`src/core/lsc_defines.vh`:
```
// Constants for the light sensor command and readout block
//----------------------------------------------------------------
// Operation
//----------------------------------------------------------------
`ifndef LSC_DEFINES_VH
`define LSC_DEFINES_VH

//----------------------------------------------------------------
// Bus
//----------------------------------------------------------------
`define LSC_ADDR_HI       4'h8
`define LSC_BITS_PER_BYTE 4'h8
`define LSC_BYTES_INT     2'h1
`define LSC_BYTES_EXT     2'h3

//----------------------------------------------------------------
// Commands and fields
//----------------------------------------------------------------
`define LSC_CMD_PDOWN     8'h8C
`define LSC_CMD_RESET     8'h0C
`define LSC_CMD_INT_D1    8'h00
`define LSC_CMD_INT_D2    8'h04
`define LSC_CMD_INT_DIFF  8'h08
`define LSC_CMD_EXT_D1    8'h30
`define LSC_CMD_EXT_D2    8'h34
`define LSC_CMD_EXT_DIFF  8'h38
`define LSC_CMD_RST_VAL   8'h00
`define LSC_TEST_BIT      7
`define LSC_SEL_HI        3
`define LSC_SEL_LO        2
`define LSC_SEL_D2        2'h1
`define LSC_SEL_DIFF      2'h2

//----------------------------------------------------------------
// Timing
//----------------------------------------------------------------
`define LSC_INT_CYCLES    16'h8000
`define LSC_CNT_MAX       16'hFFFF

`endif

```
`src/core/lsc_core.v`:
```
// Command decode, two-wire slave and conversion sequencer of the light sensor
`timescale 1ns/1ps
`default_nettype none
`include "lsc_defines.vh"

module lsc_core (
   input  wire       clk,
   input  wire       srst,
   input  wire       scl_in,
   input  wire       sda_in,
   output wire       sda_out,
   output reg        sda_oe,
   input  wire       addr_sel_bit0,
   input  wire       addr_sel_bit1,
   input  wire       addr_sel_bit2,
   input  wire       osc_in,
   input  wire       adc_pulse_in,
   output reg        adc_power_down,
   output reg        integrating,
   output reg        covered_diode_sel
);

   //----------------------------------------------------------------
   // States
   //----------------------------------------------------------------
   localparam I_IDLE = 3'h0;
   localparam I_ADDR = 3'h1;
   localparam I_AACK = 3'h2;
   localparam I_WR   = 3'h3;
   localparam I_WACK = 3'h4;
   localparam I_RD   = 3'h5;
   localparam I_RACK = 3'h6;

   localparam C_IDLE = 2'h0;
   localparam C_INT  = 2'h1;
   localparam C_EXT  = 2'h2;
   localparam C_TAIL = 2'h3;

   //----------------------------------------------------------------
   // Input synchronisers
   //----------------------------------------------------------------
   // Bit order: scl, sda, a0, a1, a2, osc, pulse
   wire [6:0] raw_in = {adc_pulse_in, osc_in, addr_sel_bit2, addr_sel_bit1,
                        addr_sel_bit0, sda_in, scl_in};
   reg  [6:0] sync1;
   reg  [6:0] sync2;
   reg  [6:0] sync3;

   always @(posedge clk) begin
      if (srst) begin
         sync1 <= 7'h7F;
         sync2 <= 7'h7F;
         sync3 <= 7'h7F;
      end else begin
         sync1 <= raw_in;
         sync2 <= sync1;
         sync3 <= sync2;
      end
   end

   wire scl      = sync2[0];
   wire sda      = sync2[1];
   wire scl_rise = sync2[0] & ~sync3[0];
   wire scl_fall = ~sync2[0] & sync3[0];
   wire start_c  = sync2[0] & sync3[0] & sync3[1] & ~sync2[1];
   wire stop_c   = sync2[0] & sync3[0] & ~sync3[1] & sync2[1];
   wire osc_tick = sync2[5] & ~sync3[5];
   wire adc_tick = sync2[6] & ~sync3[6];
   wire [6:0] my_addr = {`LSC_ADDR_HI, sync2[4:2]};

   // Open drain: only ever pulls low
   assign sda_out = 1'h0;

   //----------------------------------------------------------------
   // Registers seen by the bus
   //----------------------------------------------------------------
   reg  [7:0]  cmd;
   reg  [15:0] result;
   reg  [15:0] cycles;

   wire [1:0] sel    = cmd[`LSC_SEL_HI:`LSC_SEL_LO];
   wire is_int = (cmd == `LSC_CMD_INT_D1) | (cmd == `LSC_CMD_INT_D2) |
                 (cmd == `LSC_CMD_INT_DIFF);
   wire is_ext = (cmd == `LSC_CMD_EXT_D1) | (cmd == `LSC_CMD_EXT_D2) |
                 (cmd == `LSC_CMD_EXT_DIFF);
   wire is_test = cmd[`LSC_TEST_BIT] & (cmd != `LSC_CMD_PDOWN);
   // Cycle count only offered in external modes
   wire [1:0] last_idx = is_ext ? `LSC_BYTES_EXT : `LSC_BYTES_INT;

   reg  [1:0] byte_idx;
   reg  [7:0] rd_byte;

   always @* begin
      case (byte_idx)
         2'h0:    rd_byte = is_test ? cmd : result[7:0];
         2'h1:    rd_byte = result[15:8];
         2'h2:    rd_byte = cycles[7:0];
         default: rd_byte = cycles[15:8];
      endcase
   end

   //----------------------------------------------------------------
   // Two-wire slave
   //----------------------------------------------------------------
   reg [2:0] i_state;
   reg [3:0] bit_cnt;
   reg [7:0] shreg;
   reg [7:0] pending;
   reg       rw;
   reg       got_byte;
   reg       wr_active;
   reg       ack_ok;
   reg       exec;

   always @(posedge clk) begin
      if (srst) begin
         i_state   <= I_IDLE;
         bit_cnt   <= 4'h0;
         shreg     <= 8'h00;
         pending   <= 8'h00;
         rw        <= 1'h0;
         got_byte  <= 1'h0;
         wr_active <= 1'h0;
         ack_ok    <= 1'h0;
         exec      <= 1'h0;
         sda_oe    <= 1'h0;
         byte_idx  <= 2'h0;
         cmd       <= `LSC_CMD_RST_VAL;
      end else begin
         exec <= 1'h0;
         if (start_c | stop_c) begin
            // A finished write takes effect at its stop or repeated start
            if (wr_active) begin
               exec <= 1'h1;
               if (got_byte)
                  cmd <= pending;
            end                               // else rerun
            wr_active <= 1'h0;
            got_byte  <= 1'h0;
            sda_oe    <= 1'h0;
            bit_cnt   <= 4'h0;
            byte_idx  <= 2'h0;
            i_state   <= start_c ? I_ADDR : I_IDLE;
         end else begin
            case (i_state)
               I_ADDR: begin
                  if (scl_rise) begin
                     shreg   <= {shreg[6:0], sda};
                     bit_cnt <= bit_cnt + 4'h1;
                  end else if (scl_fall && bit_cnt == `LSC_BITS_PER_BYTE) begin
                     if (shreg[7:1] == my_addr) begin
                        rw      <= shreg[0];
                        sda_oe  <= 1'h1;
                        i_state <= I_AACK;
                     end else begin
                        i_state <= I_IDLE;
                     end
                  end
               end
               I_AACK: begin
                  if (scl_fall) begin
                     bit_cnt <= 4'h0;
                     if (rw) begin
                        byte_idx <= 2'h0;
                        shreg    <= rd_byte;
                        sda_oe   <= ~rd_byte[7];
                        i_state  <= I_RD;
                     end else begin
                        sda_oe    <= 1'h0;
                        wr_active <= 1'h1;
                        i_state   <= I_WR;
                     end
                  end
               end
               I_WR: begin
                  if (scl_rise) begin
                     shreg   <= {shreg[6:0], sda};
                     bit_cnt <= bit_cnt + 4'h1;
                  end else if (scl_fall && bit_cnt == `LSC_BITS_PER_BYTE) begin
                     pending  <= shreg;
                     got_byte <= 1'h1;
                     sda_oe   <= 1'h1;
                     i_state  <= I_WACK;
                  end
               end
               I_WACK: begin
                  if (scl_fall) begin
                     sda_oe  <= 1'h0;
                     bit_cnt <= 4'h0;
                     i_state <= I_WR;
                  end
               end
               I_RD: begin
                  if (scl_rise) begin
                     bit_cnt <= bit_cnt + 4'h1;
                  end else if (scl_fall) begin
                     if (bit_cnt == `LSC_BITS_PER_BYTE) begin
                        sda_oe  <= 1'h0;
                        i_state <= I_RACK;
                     end else begin
                        shreg  <= {shreg[6:0], 1'h0};
                        sda_oe <= ~shreg[6];
                     end
                  end
               end
               I_RACK: begin
                  if (scl_rise) begin
                     // Master NAK or byte limit ends sending
                     ack_ok <= ~sda & (byte_idx != last_idx);
                     if (!(~sda & (byte_idx != last_idx)))
                        i_state <= I_IDLE;
                     else
                        byte_idx <= byte_idx + 2'h1;
                  end else if (scl_fall && ack_ok) begin
                     ack_ok  <= 1'h0;
                     bit_cnt <= 4'h0;
                     shreg   <= rd_byte;
                     sda_oe  <= ~rd_byte[7];
                     i_state <= I_RD;
                  end
               end
               default: i_state <= I_IDLE;
            endcase
         end
      end
   end

   //----------------------------------------------------------------
   // Conversion sequencer
   //----------------------------------------------------------------
   reg  [1:0]  c_state;
   reg  [15:0] conv_cnt;
   reg  [15:0] cyc_cnt;
   reg  [15:0] half_len;
   reg         diff_run;
   reg  [15:0] next_conv;
   reg  [15:0] next_cyc;

   // Unsigned counts saturate; difference wraps as two's complement
   always @* begin
      next_conv = conv_cnt;
      if (adc_tick && (c_state != C_IDLE)) begin
         if (covered_diode_sel && diff_run)
            next_conv = conv_cnt - 16'h0001;
         else if (diff_run || conv_cnt != `LSC_CNT_MAX)
            next_conv = conv_cnt + 16'h0001;
      end
      next_cyc = cyc_cnt;
      if (osc_tick && cyc_cnt != `LSC_CNT_MAX)
         next_cyc = cyc_cnt + 16'h0001;
   end

   always @(posedge clk) begin
      if (srst) begin
         c_state           <= C_IDLE;
         conv_cnt          <= 16'h0000;
         cyc_cnt           <= 16'h0000;
         half_len          <= 16'h0000;
         diff_run          <= 1'h0;
         result            <= 16'h0000;
         cycles            <= 16'h0000;
         adc_power_down    <= 1'h0;
         integrating       <= 1'h0;
         covered_diode_sel <= 1'h0;
      end else if (exec) begin
         adc_power_down <= (cmd == `LSC_CMD_PDOWN);
         if (cmd == `LSC_CMD_PDOWN) begin
            c_state     <= C_IDLE;
            integrating <= 1'h0;
         end else if (cmd == `LSC_CMD_RESET) begin
            conv_cnt    <= 16'h0000;
            cyc_cnt     <= 16'h0000;
            cycles      <= 16'h0000;
            c_state     <= C_IDLE;
            integrating <= 1'h0;
         end else if (is_int || is_ext) begin
            if (is_ext && c_state == C_EXT && diff_run && covered_diode_sel) begin
               // Open diode now runs as long as the covered one did
               half_len          <= cyc_cnt;
               cyc_cnt           <= 16'h0000;
               covered_diode_sel <= 1'h0;
               c_state           <= C_TAIL;
            end else begin
               if (is_ext && c_state == C_EXT) begin
                  result <= conv_cnt;
                  cycles <= cyc_cnt;
               end
               conv_cnt          <= 16'h0000;
               cyc_cnt           <= 16'h0000;
               diff_run          <= (sel == `LSC_SEL_DIFF);
               covered_diode_sel <= (sel == `LSC_SEL_DIFF) | (sel == `LSC_SEL_D2);
               integrating       <= 1'h1;
               c_state           <= is_int ? C_INT : C_EXT;
            end
         end
         // Test and unknown codes leave the conversion alone
      end else begin
         conv_cnt <= next_conv;
         cyc_cnt  <= next_cyc;
         case (c_state)
            C_INT: begin
               if (next_cyc == `LSC_INT_CYCLES) begin
                  if (diff_run && covered_diode_sel) begin
                     covered_diode_sel <= 1'h0;
                     cyc_cnt           <= 16'h0000;
                  end else begin
                     result      <= next_conv;
                     cycles      <= next_cyc;
                     integrating <= 1'h0;
                     c_state     <= C_IDLE;
                  end
               end
            end
            C_TAIL: begin
               if (next_cyc >= half_len) begin
                  result            <= next_conv;
                  cycles            <= half_len;
                  conv_cnt          <= 16'h0000;
                  cyc_cnt           <= 16'h0000;
                  covered_diode_sel <= 1'h1;
                  c_state           <= C_EXT;
               end
            end
            C_EXT:   c_state <= C_EXT;
            default: c_state <= C_IDLE;
         endcase
      end
   end

endmodule // lsc_core

`default_nettype wire

```
`config.mk`:
```
export PLATFORM = sky130hd
export DESIGN_NAME = lsc_core
export DESIGN_NICKNAME = d
export VERILOG_FILES = /design/src/core/lsc_core.v
export VERILOG_INCLUDE_DIRS = /design/src /design/src/core
export SDC_FILE = /design/constraint.sdc
export NUM_CORES = 1
export LEC_CHECK = 0
export ABC_AREA = 1
export BUFFER_PORTS_ARGS = -buffer_cell sky130_fd_sc_hd__buf_4
export CAP_MARGIN = 40
export CORE_MARGIN = 4
export CORE_UTILIZATION = 50
export DETAILED_ROUTE_END_ITERATION = 6
export PLACE_DENSITY = 0.68
export SYNTH_ARGS = -nofsm -noshare
export SYNTH_HDL_FRONTEND = slang
export SYNTH_SLANG_ARGS = --single-unit
```
`constraint.sdc`:
```
create_clock -name clk -period 3.2 [get_ports clk]
set_clock_uncertainty 0.15 [all_clocks]
set_input_delay 0.64 -clock clk [delete_from_list [all_inputs] [get_ports clk]]
set_output_delay 0.64 -clock clk [all_outputs]
set_load 0.01 [all_outputs]
```
## After elaboration in Yosys (flattened, before gate mapping)

Cells that the tools add are included.

| storage, ports and cells | value |
|---|---|
| register bits | 146 |
| latch bits | 0 |
| RAM bits | 0 |
| bits in read-only memories | 0 |
| output and inout bits | 5 |
| word-level logic and storage cells | 301 |
| memories | 0 |

| cells by class | value |
|---|---|
| add/sub/neg operators | 5 |
| multiply operators | 0 |
| div/mod/pow operators | 0 |
| magnitude comparators | 1 |
| eq/ne operators | 71 |
| shifts and indexed selects | 0 |
| muxes and demuxes | 122 |
| bitwise gates (word level) | 31 |
| reductions and logical operators | 46 |

Operators with widths:

| cell | count |
|---|---|
| 2-to-1 mux 16 bit | 36 |
| one-hot mux 16 bit (2 select lines) | 3 |
| 2-to-1 mux 8 bit | 9 |
| 2-to-1 mux 3 bit | 14 |
| inequality test 3 bit (second input constant) | 14 |
| inequality test 2 bit (second input constant) | 19 |
| 2-to-1 mux 1 bit | 33 |
| adder 16 x 1 -> 16 bit (second input constant) | 2 |
| inequality test 16 bit (second input constant) | 2 |
| one-hot mux 8 bit (4 select lines) | 1 |
| 2-to-1 mux 2 bit | 15 |
| AND reduction 5 bit | 6 |
| == test 8 x 6 -> 1 bit (second input constant) | 3 |
| one-hot mux 8 bit (3 select lines) | 1 |
| one-hot mux 3 bit (6 select lines) | 1 |
| == test 16 bit (second input constant) | 1 |
| == test 8 x 4 -> 1 bit (second input constant) | 2 |
| greater-or-equal comparator 16 bit | 1 |
| 2-to-1 mux 4 bit | 4 |
| subtractor 16 x 1 -> 16 bit (second input constant) | 1 |
| AND reduction 3 bit | 5 |
| inverter 1 bit | 14 |
| inequality test 4 bit (second input constant) | 3 |
| one-hot mux 4 bit (3 select lines) | 1 |
| other kinds (40) | 85 |

## Longest topological paths before layout

| depth | value |
|---|---|
| depth in word-level cells | 11 |
| gate-level depth with buffers | 25 |

## Least setup slack after synthesis

No wires, ideal clock.

| timing | value |
|---|---|
| path type | reg2reg |
| from | register cyc_cnt[0] |
| to | register result[0] |
| library setup time | 0.111 ns |
| data arrival time | 3.242 ns |
| data required time | 2.939 ns |
| slack | -0.303 ns |
| stages on the path, launching flop included | 21 |
| period minus slack after synthesis | 3.503 ns |
| path through | dfxtp_1 > ha_1 > inv_2 > nor2_8 > nand2_4 > o21ai_2 > buf_6 > nand2_1 > nand2_1 > inv_1 > ha_1 > nand2_1 > nor3_1 > nand3_1 > nand4_1 > nand4_1 > nor2_1 > clkbuf_1 > nand3_1 > nand2_1 > nor2_1 |

| on the way | value |
|---|---|
| longest elaborated chain between the ends | 6 |

RTL lines:

| element | RTL line | source |
|---|---|---|
| from (decl) | lsc_core.v:233 | `reg [15:0] cyc_cnt;` |
| from (signal assigned) | lsc_core.v:299 | `cyc_cnt <= next_cyc;` |
| branches (longest 2 deep; another with adder 16 x 1 -> 16 bit) | n/a |  |
| 2-to-1 mux 16 bit (*) | lsc_core.v:249 | `` if (osc_tick && cyc_cnt != `LSC_CNT_MAX) `` |
| greater-or-equal comparator 16 bit or == test 16 bit (tied branches) | n/a |  |
| inequality test 3 bit (no source line) | n/a |  |
| AND reduction 9 bit (no source line) (*) | n/a |  |
| to (signal assigned) | lsc_core.v:285 | `result <= conv_cnt;` |
| to (signal assigned) | lsc_core.v:307 | `result <= next_conv;` |
| to (signal assigned) | lsc_core.v:316 | `result <= next_conv;` |
| to (decl) | lsc_core.v:78 | `reg [15:0] result;` |

Mark *: on every way between the ends.
A chain may end at the register's enable or synchronous reset.

## Worst setup path after layout

| timing | value |
|---|---|
| from | register cyc_cnt[2] |
| to | register cycles[6] |

| on the way | value |
|---|---|
| longest elaborated chain between the ends | 7 |

RTL lines:

| element | RTL line | source |
|---|---|---|
| branches (longest 2 deep; another with adder 16 x 1 -> 16 bit) | n/a |  |
| 2-to-1 mux 16 bit (*) | lsc_core.v:249 |  |
| branches (longest 4 deep; another with greater-or-equal comparator 16 bit) | n/a |  |
| to (signal assigned) | lsc_core.v:286 | `cycles <= cyc_cnt;` |
| to (signal assigned) | lsc_core.v:308 | `cycles <= next_cyc;` |
| to (signal assigned) | lsc_core.v:317 | `cycles <= half_len;` |
| to (decl) | lsc_core.v:79 | `reg [15:0] cycles;` |

Mark *: on every way between the ends. The select of a mux whose other input is x is not followed.

==> results_dict.tcl <==
set metrics [dict create \
    outcome "complete, no violations" \
    clock_sinks 143 \
    grt_antenna_before_repair 0 \
    critPathMaxStageDelay_ns 0.39 \
    gp_congestion 0.992 \
    critPathArrivalTime_ns 3.38 \
    syn_inst 1327 \
    fmax_mhz 317 \
    cts_made_buffers 17 \
    clk_pin_slew_ns 0.06 \
    synth_top_family_by_area "simple AND/OR/NAND/NOR gates" \
    grt_pass1_wl_mm 41.2 \
    min_to "sync1[5]" \
    tritoncts "yes" \
    dpl.hpwl_mm 18.3 \
    hold_path.class "in2reg" \
    hold_viol 0 \
    end_kind "flip-flop" \
    cp_slowest_cell "dfxtp_1" \
    vias_per_cell 5.65 \
    final.setup.tns_ns 0 \
    post_route_cells_drive_above_1_share_pct 17.0 \
    synth_top_flop_cell "dfxtp_1" \
    rr_worst_depth 22 \
    cp_cell_sequence "nand2_1, nor2_4, nand3_1, nor2_1, nand3_1, nand2_2, inv_2, ha_4, nand2_2, inv_2, nand3_4, nor3_4, buf_6, nand3_4, nand4_1, buf_4, buf_6, nand3_4, clkbuf_16, nand2_2, nand2_1, nor2_1" \
    drt_iter0_markers 770 \
    overflow 0 \
    synth_compound_area_share_pct 17.8 \
    r2r_start "cyc_cnt[2]" \
    start_util_pct 51.6 \
    drv_slew 0 \
    yosysWarnings 0 \
    maxCapViolCount 0 \
    crit_path_start_kind "flip-flop" \
    ir_worst_vdd_mv 0.398 \
    synth_fa_ha_area_share_pct 4.20 \
    rr_endpoint "cycles[6]" \
    grt_use_total_pct 25.8 \
    die-area_um2 19400 \
    setup_viol 0 \
    synth_seq_cells 143 \
    final_common_cell "nand2_1" \
    r2r_setup_slack_ns 0.04 \
    num_rows 47 \
    crit_family "simple AND/OR/NAND/NOR gates" \
    cts.htree.levels 4 \
    power_density_nw_per_um2 464 \
    min_from "osc_in" \
    worstPathBufferInverterCount 6 \
    muxShareOfSynthArea_pct 0 \
    cts_hold_buf 0 \
    avgSynthCellArea_um2 6.51 \
    p_leak_nw 4.39 \
    syn_area_um2 8640 \
    nNetsFinal 1417 \
    portBuffers 12 \
    postSynthNetCount 1365 \
    coreArea_um2 16800 \
    die_w_um 139 \
    n_antenna_cell 0 \
    nFillCells 1547 \
    drt_wl_total_mm 26.4 \
    die_h_um 139 \
    slew_headroom_pct 47.3 \
    first_pass_iters 5 \
    crit_path_max_fanout 7 \
    worstSetupPathType "reg2reg" \
    routedWlPerCell_um 16.4 \
    most-common-layout-cells "nand2_1 (291), inv_1 (140), dfxtp_1 (135)" \
    cp_data_required_time_ns 3.42 \
    cts.path.max_buffers 2 \
    cts_root_buf "clkbuf_16" \
    holdWs_ns 0.242 \
    grt_pass1_vias 8109 \
    routed-via-count 9108 \
    tightest_slew_ns 0.787 \
    clkLatencyLatePin_ns 0.43 \
    area_growth_syn_to_layout_pct 21.3 \
    fin_crit_ns 3.16 \
    rsz0062_at_grt "yes" \
    fin_util_pct 62.5 \
    drc 0 \
    synth_cell_types 50 \
    synth-seq-area-share_pct 33.1 \
    ant_nets 0 \
    synth_edf_count 0 \
    whs_path_depth 2 \
    grt_max_degree 57 \
    synth_simple_gate_area_share_pct 32.6 \
    finalCritPeriodShare_pct 98.7 \
    ioPinCount 14 \
    ys_async_sr_fraction_pct 0 \
    synth-xor-area-share_pct 2.23 \
]
-- worst max path at each step --
stage	start	cells past startpoint	slack [ns]	to
finish	cyc_cnt[2]	22	0.04	cycles[6]
global route	cyc_cnt[0]	23	-0.15	cycles[5]
CTS	cyc_cnt[1]	22	-0.007	result[1]
detailed placement	cyc_cnt[3]	21	-0.08	result[8]
global placement	cyc_cnt[3]	21	-0.09	result[3]
floorplan	cyc_cnt[0]	22	0.04	result[14]
-- kinds of logic after synthesis --
family / count (synthesis)
AOI/OAI and AO/OA: 276
xor gates and xnor gates: 22
adders and majority gates: 29
buffers and inverters: 214
DFF: 143
other: 1
and+or+nand+nor: 642
-- routing by layer --
layer	share of wire [%]	GRT usage, %	vias up
met1	46	35.9	4233
met3	6.6	4.49	35
met4	1.4	7.11	0
met2	46	41.3	329
li1	-	-	4511
met5	0	0	-
-- power by group --
group | leakage [nW] | internal, mW | total (mW) | switching (mW)
clock | 0.308 | 1.34 | 2.17 | 0.833
combinational | 2.92 | 0.253 | 0.712 | 0.459
sequential | 1.16 | 1.88 | 1.98 | 0.103
total | 4.39 | 3.47 | 4.86 | 1.39
-- synthesized netlist by cell type, types with 2 or more instances --
library cell | instances | area [µm²]
a211oi_1 | 3 | 22.5
a21oi_1 | 137 | 686
a22oi_1 | 2 | 15.0
a2bb2oi_1 | 2 | 17.5
a31oi_1 | 5 | 31.3
buf_1 | 3 | 11.3
buf_2 | 5 | 25.0
buf_4 | 2 | 15.0
buf_6 | 3 | 33.8
clkbuf_1 | 44 | 165
clkinv_1 | 4 | 15.0
dfxtp_1 | 143 | 2860
ha_1 | 29 | 363
inv_1 | 148 | 556
inv_2 | 3 | 11.3
nand2_1 | 315 | 1180
nand2_4 | 3 | 33.8
nand3_1 | 73 | 365
nand3b_1 | 11 | 82.6
nand4_1 | 50 | 313
nor2_1 | 146 | 548
nor2_2 | 4 | 25.0
nor3_1 | 16 | 80.1
nor4_1 | 2 | 12.5
o2111ai_1 | 2 | 17.5
o211ai_1 | 14 | 105
o21ai_0 | 83 | 415
o221ai_1 | 14 | 123
o22ai_1 | 5 | 31.3
o311ai_0 | 2 | 17.5
or2_2 | 15 | 93.8
xnor2_1 | 3 | 26.3
xor2_1 | 19 | 166
-- cell type report --
cell class / instances / area [µm²] / area share (%)
clock inverters: 14 / 201 / 1.92
repair buffers: 91 / 777 / 7.42
repair inverters: 1 / 6.26 / 0.0597
well taps: 220 / 275 / 2.63
flip-flops and latches: 143 / 2880 / 27.5
clock buffers: 18 / 439 / 4.19
multi-input cells: 970 / 5310 / 50.7
inverters: 155 / 592 / 5.65
-- registers in the layout, summed over array words and instances (netlist names), 2 cells and up --
register and cells:
byte_idx 2, conv_cnt 16, c_state 2, cyc_cnt 16, bit_cnt 4, sync1 7, cmd 8, half_len 16
sync2 7, result 16, sync3 4, i_state 3, shreg 8, cycles 16, pending 8
-- stage by stage --
step	setup slack [ns]	area, µm²	std cells	power [mW]
floorplan	0.0379	8670	1327	2.47
global placement	-0.0923	9270	1567	2.67
detailed placement	-0.0794	9270	1567	2.68
CTS	-0.00747	9930	1599	4.84
global route	-0.153	10500	1612	5.06
finish	0.0417	10500	1612	4.86
-- worst reg2reg max path, stage by stage, from the launching register on --
cell and delay, ns:
dfxtp_1 0.39, nand2_1 0.13, nor2_4 0.15, nand3_1 0.12, nor2_1 0.17, nand3_1 0.10
nand2_2 0.10, inv_2 0.06, ha_4 0.26, nand2_2 0.05, inv_2 0.06, nand3_4 0.08
nor3_4 0.18, buf_6 0.13, nand3_4 0.06, nand4_1 0.12, buf_4 0.12, buf_6 0.12
nand3_4 0.14, clkbuf_16 0.22, nand2_2 0.05, nand2_1 0.05, nor2_1 0.08
-- what timing repair did --
action / in CTS / in global routing
gates resized for setup: 6 / 115
gates cloned: 0 / 6
buffers inserted: 0 / 7
pin swaps: 1 / 39
setup endpoints to repair: 37 / 67
Power figures use the tool's default switching activity.
